==> config.mk <==
export PLATFORM = sky130hd
export DESIGN_NAME = cbfe_function_event_regs
export DESIGN_NICKNAME = d
export VERILOG_FILES = /design/src/cbfe_function_event_regs.v /design/src/cbfe_rdreg.v
export VERILOG_INCLUDE_DIRS = /design/src
export SDC_FILE = /design/constraint.sdc
export NUM_CORES = 1
export LEC_CHECK = 0
export ABC_CLOCK_PERIOD_IN_PS = 2800
export BUFFER_PORTS_ARGS = -buffer_cell sky130_fd_sc_hd__buf_2
export CAP_MARGIN = 15
export CORE_MARGIN = 1.5
export CORE_UTILIZATION = 33
export CTS_CLUSTER_SIZE = 14
export DETAILED_ROUTE_END_ITERATION = 16
export PLACE_DENSITY = 0.84
export SYNTH_ARGS = -nofsm -noshare
export SYNTH_HDL_FRONTEND = slang
export SYNTH_SLANG_ARGS = --single-unit
export TNS_END_PERCENT = 100
==> constraint.sdc <==
create_clock -name CLK -period 2.8 [get_ports CLK]
set_clock_uncertainty 0.15 [all_clocks]
set_input_delay 0.7 -clock CLK [delete_from_list [all_inputs] [get_ports CLK]]
set_output_delay 0.7 -clock CLK [all_outputs]
set_load 0.02 [all_outputs]
==> src/cbfe_regs.vh <==
`ifndef CBFE_REGS_VH
`define CBFE_REGS_VH
// ----------------------------------------
// register offsets (byte addresses)
// ----------------------------------------
`define CBFE_OFS_LATCH 8'h00
`define CBFE_OFS_MASK 8'h04
`define CBFE_OFS_LIVE 8'h08
`define CBFE_OFS_FORCE 8'h0C
// ----------------------------------------
// field positions
// ----------------------------------------
`define CBFE_BIT_WAKE 4
`define CBFE_BIT_WAKE_MASK 14
`define CBFE_BIT_IRQ 15
// ----------------------------------------
// constant values
// ----------------------------------------
`define CBFE_LIVE_CONST 32'h0000000E
`define CBFE_ZERO 32'h00000000
`endif
==> src/cbfe_function_event_regs.v <==
`timescale 1ns/10ps
`default_nettype none
`include "cbfe_regs.vh"
// Notes on behaviour
// - four 32-bit registers at offsets 00, 04, 08, 0C in the fifth base region
// - registers act only while the local enable is set, else bypassed
// - only in cardbus mode; pci mode sees no effect on irq or wake
// - event latch holds wake in bit 4, irq/powerdown in bit 15
// - writing 1 clears a latched event bit; 0 leaves it
// - bits 0 to 3 of latch and mask read as zero
// - latched bit drives its pin only when its mask bits are set
// - mask register gates the irq line and the status-change line
// - mask bits 4 and 14 track pm enable, reset to zero
// - status-change asserts for wake only while mask 4 and 14 both set
// - mask bit 15 gates the irq line, resets to zero
// - live register returns unlatched wake in bit 4, irq in bit 15
// - live bit 0 reads 0; bits 1 to 3 read 1
// - force register has no storage; writes act on the event latch
// - force bit 4 sets latched wake, live wake unchanged
// - force bit 15 sets latched irq, live irq unchanged
// - real events after a forced write may still set latch bits
// - pm enable written 1 sets mask 4 and 14; written 0 clears them
// - writing 1 to pm status clears latched wake bit
// - writing 1 to latched wake bit also clears pm status
// - clearing mask 4 and 14 leaves pm enable alone
module cbfe_function_event_regs (
  // clock and reset
  input wire CLK,
  input wire RESET,
  // mode and enable
  input wire CARDBUS_MODE,
  input wire STATUS_REGS_ENABLE,
  // register access in the fifth base region
  input wire REG_SEL,
  input wire REG_WR,
  input wire REG_RD,
  input wire [7:0] REG_ADDR,
  input wire [31:0] REG_WDATA,
  output wire [31:0] REG_RDATA,
  // internal requests
  input wire WAKE_REQ,
  input wire IRQ_REQ,
  // power-management block coupling
  input wire PM_EVENT_ENABLE,
  input wire PM_ENABLE_WR,
  input wire PM_STATUS_CLR_WR,
  output wire PM_STATUS_CLR,
  // card pins, active high requests, and the active flag
  output wire CARD_IRQ_PIN,
  output wire CARD_STATUS_CHANGE_PIN,
  output wire ACTIVE
);
  // ----------------------------------------
  // declarations
  // ----------------------------------------
  wire active;
  wire wr;
  wire rd;
  wire wr_latch;
  wire wr_mask;
  wire wr_force;
  wire pm_wr;
  wire sw_wake_one;
  wire sw_irq_one;
  wire force_wake_one;
  wire force_irq_one;
  wire pm_status_one;
  wire wake_rise;
  wire irq_rise;
  wire wake_set;
  wire irq_set;
  wire wake_clr;
  wire irq_clr;
  wire wake_gate;
  wire pin_irq;
  wire pin_wake;
  reg wake_latch_ff;
  reg irq_latch_ff;
  reg general_wake_mask_ff;
  reg wake_mask_bit_ff;
  reg irq_mask_ff;
  reg wake_prev_ff;
  reg irq_prev_ff;
  reg pm_clr_ff;
  reg nxt_wake_latch;
  reg nxt_irq_latch;
  reg nxt_general_wake_mask;
  reg nxt_wake_mask_bit;
  reg nxt_irq_mask;
  reg nxt_wake_prev;
  reg nxt_irq_prev;
  reg nxt_pm_clr;
  reg [31:0] latch_word;
  reg [31:0] mask_word;
  reg [31:0] live_word;
  reg [31:0] rd_mux;

  // ----------------------------------------
  // helper functions
  // ----------------------------------------
  // address compare, shared by every strobe decode
  function hit;
    input [7:0] a;
    input [7:0] ofs;
    begin
      hit = (a == ofs);
    end
  endfunction

  // sticky bit update; set beats clear so no event is lost
  function sticky;
    input cur;
    input set;
    input clr;
    begin
      if (set) begin
        sticky = 1'b1;
      end else if (clr) begin
        sticky = 1'b0;
      end else begin
        sticky = cur;
      end
    end
  endfunction

  // places the two event bits into a word, all else zero
  function [31:0] pack_events;
    input b4;
    input b15;
    begin
      pack_events = `CBFE_ZERO;
      pack_events[`CBFE_BIT_WAKE] = b4;
      pack_events[`CBFE_BIT_IRQ] = b15;
    end
  endfunction

  // ----------------------------------------
  // gating and decode
  // ----------------------------------------
  // bypassed unless cardbus mode and local enable
  assign active = CARDBUS_MODE & STATUS_REGS_ENABLE;
  assign ACTIVE = active;
  assign wr = active & REG_SEL & REG_WR;
  assign rd = active & REG_SEL & REG_RD;
  assign wr_latch = wr & hit(REG_ADDR, `CBFE_OFS_LATCH);
  assign wr_mask = wr & hit(REG_ADDR, `CBFE_OFS_MASK);
  assign wr_force = wr & hit(REG_ADDR, `CBFE_OFS_FORCE);
  assign pm_wr = active & PM_ENABLE_WR;
  assign sw_wake_one = wr_latch & REG_WDATA[`CBFE_BIT_WAKE];
  assign sw_irq_one = wr_latch & REG_WDATA[`CBFE_BIT_IRQ];
  assign force_wake_one = wr_force & REG_WDATA[`CBFE_BIT_WAKE];
  assign force_irq_one = wr_force & REG_WDATA[`CBFE_BIT_IRQ];
  assign pm_status_one = active & PM_STATUS_CLR_WR;

  // ----------------------------------------
  // event detection
  // ----------------------------------------
  // rising edge only, so a held request does not refill a cleared latch
  assign wake_rise = active & WAKE_REQ & ~wake_prev_ff;
  assign irq_rise = active & IRQ_REQ & ~irq_prev_ff;
  assign wake_set = wake_rise | force_wake_one;
  assign irq_set = irq_rise | force_irq_one;
  assign wake_clr = sw_wake_one | pm_status_one;
  assign irq_clr = sw_irq_one;

  always @* begin
    nxt_wake_prev = WAKE_REQ;
  end

  always @* begin
    nxt_irq_prev = IRQ_REQ;
  end

  // history runs even when bypassed, so enabling gives no false edge
  always @(posedge CLK) begin
    if (RESET) begin
      wake_prev_ff <= 1'b0;
    end else begin
      wake_prev_ff <= nxt_wake_prev;
    end
  end

  always @(posedge CLK) begin
    if (RESET) begin
      irq_prev_ff <= 1'b0;
    end else begin
      irq_prev_ff <= nxt_irq_prev;
    end
  end

  // ----------------------------------------
  // event latch
  // ----------------------------------------
  always @* begin
    nxt_wake_latch = sticky(wake_latch_ff, wake_set, wake_clr);
  end

  always @* begin
    nxt_irq_latch = sticky(irq_latch_ff, irq_set, irq_clr);
  end

  always @(posedge CLK) begin
    if (RESET) begin
      wake_latch_ff <= 1'b0;
    end else begin
      wake_latch_ff <= nxt_wake_latch;
    end
  end

  always @(posedge CLK) begin
    if (RESET) begin
      irq_latch_ff <= 1'b0;
    end else begin
      irq_latch_ff <= nxt_irq_latch;
    end
  end

  // ----------------------------------------
  // mask register
  // ----------------------------------------
  // pm enable write beats a mask write in the same cycle
  always @* begin
    nxt_general_wake_mask = general_wake_mask_ff;
    if (wr_mask) begin
      // clearing here does not touch pm enable, which lives outside
      nxt_general_wake_mask = REG_WDATA[`CBFE_BIT_WAKE];
    end
    if (pm_wr) begin
      nxt_general_wake_mask = PM_EVENT_ENABLE;
    end
  end

  always @* begin
    nxt_wake_mask_bit = wake_mask_bit_ff;
    if (wr_mask) begin
      nxt_wake_mask_bit = REG_WDATA[`CBFE_BIT_WAKE_MASK];
    end
    if (pm_wr) begin
      nxt_wake_mask_bit = PM_EVENT_ENABLE;
    end
  end

  always @* begin
    nxt_irq_mask = irq_mask_ff;
    if (wr_mask) begin
      nxt_irq_mask = REG_WDATA[`CBFE_BIT_IRQ];
    end
  end

  always @(posedge CLK) begin
    if (RESET) begin
      general_wake_mask_ff <= 1'b0;
    end else begin
      general_wake_mask_ff <= nxt_general_wake_mask;
    end
  end

  always @(posedge CLK) begin
    if (RESET) begin
      wake_mask_bit_ff <= 1'b0;
    end else begin
      wake_mask_bit_ff <= nxt_wake_mask_bit;
    end
  end

  always @(posedge CLK) begin
    if (RESET) begin
      irq_mask_ff <= 1'b0;
    end else begin
      irq_mask_ff <= nxt_irq_mask;
    end
  end

  // ----------------------------------------
  // pm status coupling
  // ----------------------------------------
  always @* begin
    nxt_pm_clr = sw_wake_one;
  end

  always @(posedge CLK) begin
    if (RESET) begin
      pm_clr_ff <= 1'b0;
    end else begin
      pm_clr_ff <= nxt_pm_clr;
    end
  end

  // one-cycle pulse; the pm block keeps the status bit itself
  assign PM_STATUS_CLR = pm_clr_ff;

  // ----------------------------------------
  // pin gating
  // ----------------------------------------
  // pci mode or bypass: pins stay low, pm logic outside takes over
  assign wake_gate = general_wake_mask_ff & wake_mask_bit_ff;
  assign pin_irq = active & irq_latch_ff & irq_mask_ff;
  assign pin_wake = active & wake_latch_ff & wake_gate;
  assign CARD_IRQ_PIN = pin_irq;
  assign CARD_STATUS_CHANGE_PIN = pin_wake;

  // ----------------------------------------
  // read words
  // ----------------------------------------
  always @* begin
    latch_word = pack_events(wake_latch_ff, irq_latch_ff);
  end

  always @* begin
    mask_word = pack_events(general_wake_mask_ff, irq_mask_ff);
    mask_word[`CBFE_BIT_WAKE_MASK] = wake_mask_bit_ff;
  end

  always @* begin
    live_word = pack_events(WAKE_REQ, IRQ_REQ) | `CBFE_LIVE_CONST;
  end

  // ----------------------------------------
  // read path
  // ----------------------------------------
  // force register has no storage, so it and unmapped offsets read zero
  always @* begin
    rd_mux = `CBFE_ZERO;
    if (rd) begin
      case (REG_ADDR)
        `CBFE_OFS_LATCH: begin
          rd_mux = latch_word;
        end
        `CBFE_OFS_MASK: begin
          rd_mux = mask_word;
        end
        `CBFE_OFS_LIVE: begin
          rd_mux = live_word;
        end
        default: begin
          rd_mux = `CBFE_ZERO;
        end
      endcase
    end
  end

  cbfe_rdreg u_rdreg (
    .CLK(CLK),
    .RESET(RESET),
    .d(rd_mux),
    .q(REG_RDATA)
  );
endmodule // cbfe_function_event_regs
`default_nettype wire

==> src/cbfe_rdreg.v <==
`timescale 1ns/10ps
`default_nettype none
// ----------------------------------------
// registered read data
// ----------------------------------------
module cbfe_rdreg (
  // clock and reset
  input wire CLK,
  input wire RESET,
  // data
  input wire [31:0] d,
  output reg [31:0] q
);
  always @(posedge CLK) begin
    if (RESET) begin
      q <= 32'h00000000;
    end else begin
      q <= d;
    end
  end
endmodule // cbfe_rdreg
`default_nettype wire

==> qor_table.md <==
| Parameter | This run | Unit |
|:---|:---|:---|
| Async set-reset flop share out of synthesis | 0 | - |
| Port-buffer cells | 32 | - |
| Die H | 50.9 | um |
| Worst VDD drop | 0.179 | mV |
| Total GRT Usage | 0.118 | - |
| Antenna violations before repair | 0 | - |
| Number of enable flip-flop cells after synthesis | 0 | - |
| Starting density of the core | 0.345 | - |
| Combinational power share | 0.186 | - |
| Top achievable clock speed | 0.437 | GHz |
| Total Routed Length | 1430 | um |
| Power density relative to cell area | 447 | nW/um^2 |
| Cell count of the worst hold path | 2 | - |
| Synth-to-Final Area Change | 14.6 | % |
| Router iterations before antenna repair | 4 | - |
| Dominant combinational cell family by area after synthesis | buffers and inverters | - |
| Worst EP arrival | 1440 | ps |
| Clock sink total | 12 | - |
| Share of Yosys cell area claimed by the top area cell type | 0.318 | - |
| Required time reported for the critical path endpoint | 1950 | ps |
| Final slew viol count | 0 | - |
| Mux cell area share after synthesis | 0.0662 | - |
| Length of routed met3 wiring | 121 | um |
| Top-level port count | 88 | - |
| Highest Signal Layer | met4 | - |
| Post-route standard cell area excluding fillers | 866 | um^2 |
| GRT Residual Overflow | 0 | - |
| Setup TNS Final | 0 | ps |
| Synth top area cells | dfxtp_1 (32%), buf_4 (28%), mux2i_1 (6.6%) | - |
| Crit end category | output port | - |
| Internal power | 275 | uW |
| Hold bufs inserted after CTS | 0 | - |
| Sequential share of power | 0.458 | - |
| First-pass GRT wire length | 2280 | um |
| Diode insertion count for antenna repair | 0 | - |
| Fin util | 0.395 | - |
| Number of distinct standard cells referenced by the synthesized netlist | 25 | - |
| Amount of wire on met2 after detailed routing | 698 | um |
| Number of buffers created by CTS | 3 | - |
| Post-Synth Adder-Cell Area | 0 | - |
| Cell family contributing the most delay on the critical path | simple AND/OR/NAND/NOR gates | - |
| Worst reg-to-reg path cell count | 3 | - |
| Biggest fanout along the worst timing path | 7 | - |
| Net count of the finished layout | 175 | - |
| Number of gates on the worst path with buffers counted | 5 | - |
| Leading register cell type out of synthesis | dfxtp_1 | - |
| Maximum number of pins on one net before global-route repair | 9 | - |
| Seq/Total Area, Yosys | 0.318 | - |
| Detailed router's first-iteration violation count | 6 | - |
| ANT nets after route | 0 | - |
| Mapped cell area | 756 | um^2 |
| Clock-pin slew reported for the worst setup and hold paths after clock tree synthesis | 80 | ps |
| Shortest period the worst path allows | 2290 | ps |
| Via count of the first global-routing pass | 541 | - |
| Final critical-path share of the clock period | 0.818 | - |
| Die Footprint | 2590 | um^2 |
| RSZ-0062 raised after global routing | false | - |
| Simple logic cell fraction of the synthesized area | 0.238 | - |
| Share of cells above drive strength 1 | 0.320 | - |
| Delay contributed by the slowest stage of the critical path | 190 | ps |
| Via count | 653 | - |
| Clock Path Buffers | 2 | - |
| Placed wire-length estimate after detailed placement | 1210 | um |
| Post_cts resized | 0 | - |
| Worst min-delay path class | flip-flop to flip-flop | - |
| Kind of start point of the critical path | input pin | - |
| FF+latch count, synth | 12 | - |
| Cell area after placement | 830 | um^2 |
| Compound-cell area share of the yosys netlist | 0.0828 | - |
| Critical-path top delay cell | and3_1 | - |
| Worst Path Buf+Inv | 3 | - |
| Remaining design rule violation count | 0 | - |
| Root Buffer Master | clkbuf_4 | - |
| Top cell type by total area after synthesis | dfxtp_1 | - |
| Class of the most critical setup path | input pin to output port | - |
| Result of the run | complete, no violations | - |
| Setup Buffers After CTS | 0 | - |
| Most used cell along the critical path | buf_2 | - |
| Cell with the most instances after synthesis | buf_4 | - |
| Met1 WL | 599 | um |
| Max-cap check violation count | 0 | - |
| Number of cells after detailed placement | 146 | - |
| Clock group share of total power | 0.356 | - |
| Fraction of power spent switching nets | 0.290 | - |
| Post-Syn Area per Cell | 8.40 | um^2 |
| P_sw | 112 | uW |
| Clock tree from TritonCTS | done | - |
| Leak Pwr | 0.000450 | uW |
| GPL Wtd Cong | 0.796 | - |
| DR WL/cell | 9.56 | um |
| Deepest level of the CTS H-tree | 1 | - |
| Most common library cells after synthesis | buf_4 (28), dfxtp_1 (12), nor2_1 (7), a21oi_1 (6), nand2_1 (6) | - |
| Xor and xnor fraction of the mapped netlist area | 0 | - |
| Number of non-filler instances in the completed layout | 150 | - |
| Row Count | 17 | - |
| Count of mapped cells out of synthesis | 90 | - |
| Synth Warn # | 0 | - |
| Final Hold Vio Count | 0 | - |
| Average via count per standard cell | 4.35 | - |
| Insertion delay of the later-clocked pin in the worst-skew pair | 270 | ps |
| Core area | 2190 | um^2 |
| Crit path cell chain | buf_2, nand2_1, inv_1, and3_1, buf_2 | - |
| Setup violators final | 0 | - |
| Number of filler instances in the final layout | 226 | - |
| PnR worst setup slack | 511 | ps |
| Die span in x | 50.9 | um |
| Post-Place Worst Slack | 281 | ps |
==> sequential cells by signal (all words and copies together) (netlist names) <==
name	count
PM_STATUS_CLR	1
general_wake_mask_ff	1
irq_latch_ff	1
irq_mask_ff	1
irq_prev_ff	1
u_rdreg.q	4
wake_latch_ff	1
wake_mask_bit_ff	1
wake_prev_ff	1
==> power groups by stage <==
stage	clock [uW]	combinational (uW)	sequential, uW
floorplan	0	75.2	181
global placement	0	69.5	181
detailed placement	0	70.8	181
CTS	140	70.8	177
global route	150	78.5	178
finish	138	72.0	177
==> layout by cell type (no fill, tap or decap), drive strengths merged, types with 2 or more instances in the layout <==
cell and count:
nor2 7, conb 26, a31oi 2, dfxtp 12, nor3b 3, mux2i 5
or4 2, nor2b 3, a21oi 6, clkbuf 4, nand4b 2, nor3 2
nand2 6, buf 32
==> final timing paths <==
kind,endpoint,slack [ps],from
worst max register to register,wake_latch_ff$_SDFFE_PP0P_,1850,wake_prev_ff$_SDFF_PP0_
worst min register to register,u_rdreg.q[14]$_SDFF_PP0_,310,wake_mask_bit_ff$_SDFFE_PP0P_
worst min-delay path,u_rdreg.q[14]$_SDFF_PP0_,310,wake_mask_bit_ff$_SDFFE_PP0P_
worst max-delay path,CARD_IRQ_PIN,510,CARDBUS_MODE
==> kinds of logic after synthesis <==
family | after synthesis
AOI/OAI and AO/OA | 11
buffers and inverters | 30
DFF | 12
muxes | 5
other | 1
and+or+nand+nor | 31
==> layer usage <==
metal / vias to the layer above / global-route usage
li1: 321 / -
met1: 292 / 0.134
met2: 38 / 0.217
met3: 2 / 0.0263
met4: 0 / 0.0405
met5: - / 0
==> through the flow <==
step | total power (uW) | hold slack, ps
2_1_floorplan | 256 | 273
3_3_place_gp | 251 | 294
3_5_place_dp | 252 | 294
4_1_cts | 388 | 304
5_1_grt | 406 | 328
6_report | 387 | 306
==> final cells by class <==
type | instances | area [um^2] | area share
Multi-Input combinational cell | 73 | 390 | 0.451
Timing Repair Buffer | 32 | 160 | 0.185
Sequential cell | 12 | 240 | 0.277
Inverter | 1 | 3.75 | 0.00434
Tap cell | 28 | 35.0 | 0.0405
Clock buffer | 4 | 36.3 | 0.0419
==> worst min-delay path, cell delays in order (launching register included) <==
cell and delay [ps]:
dfxtp_1 330, nand2_1 60, nor2_1 30
(Power assumes the default switching activity.)
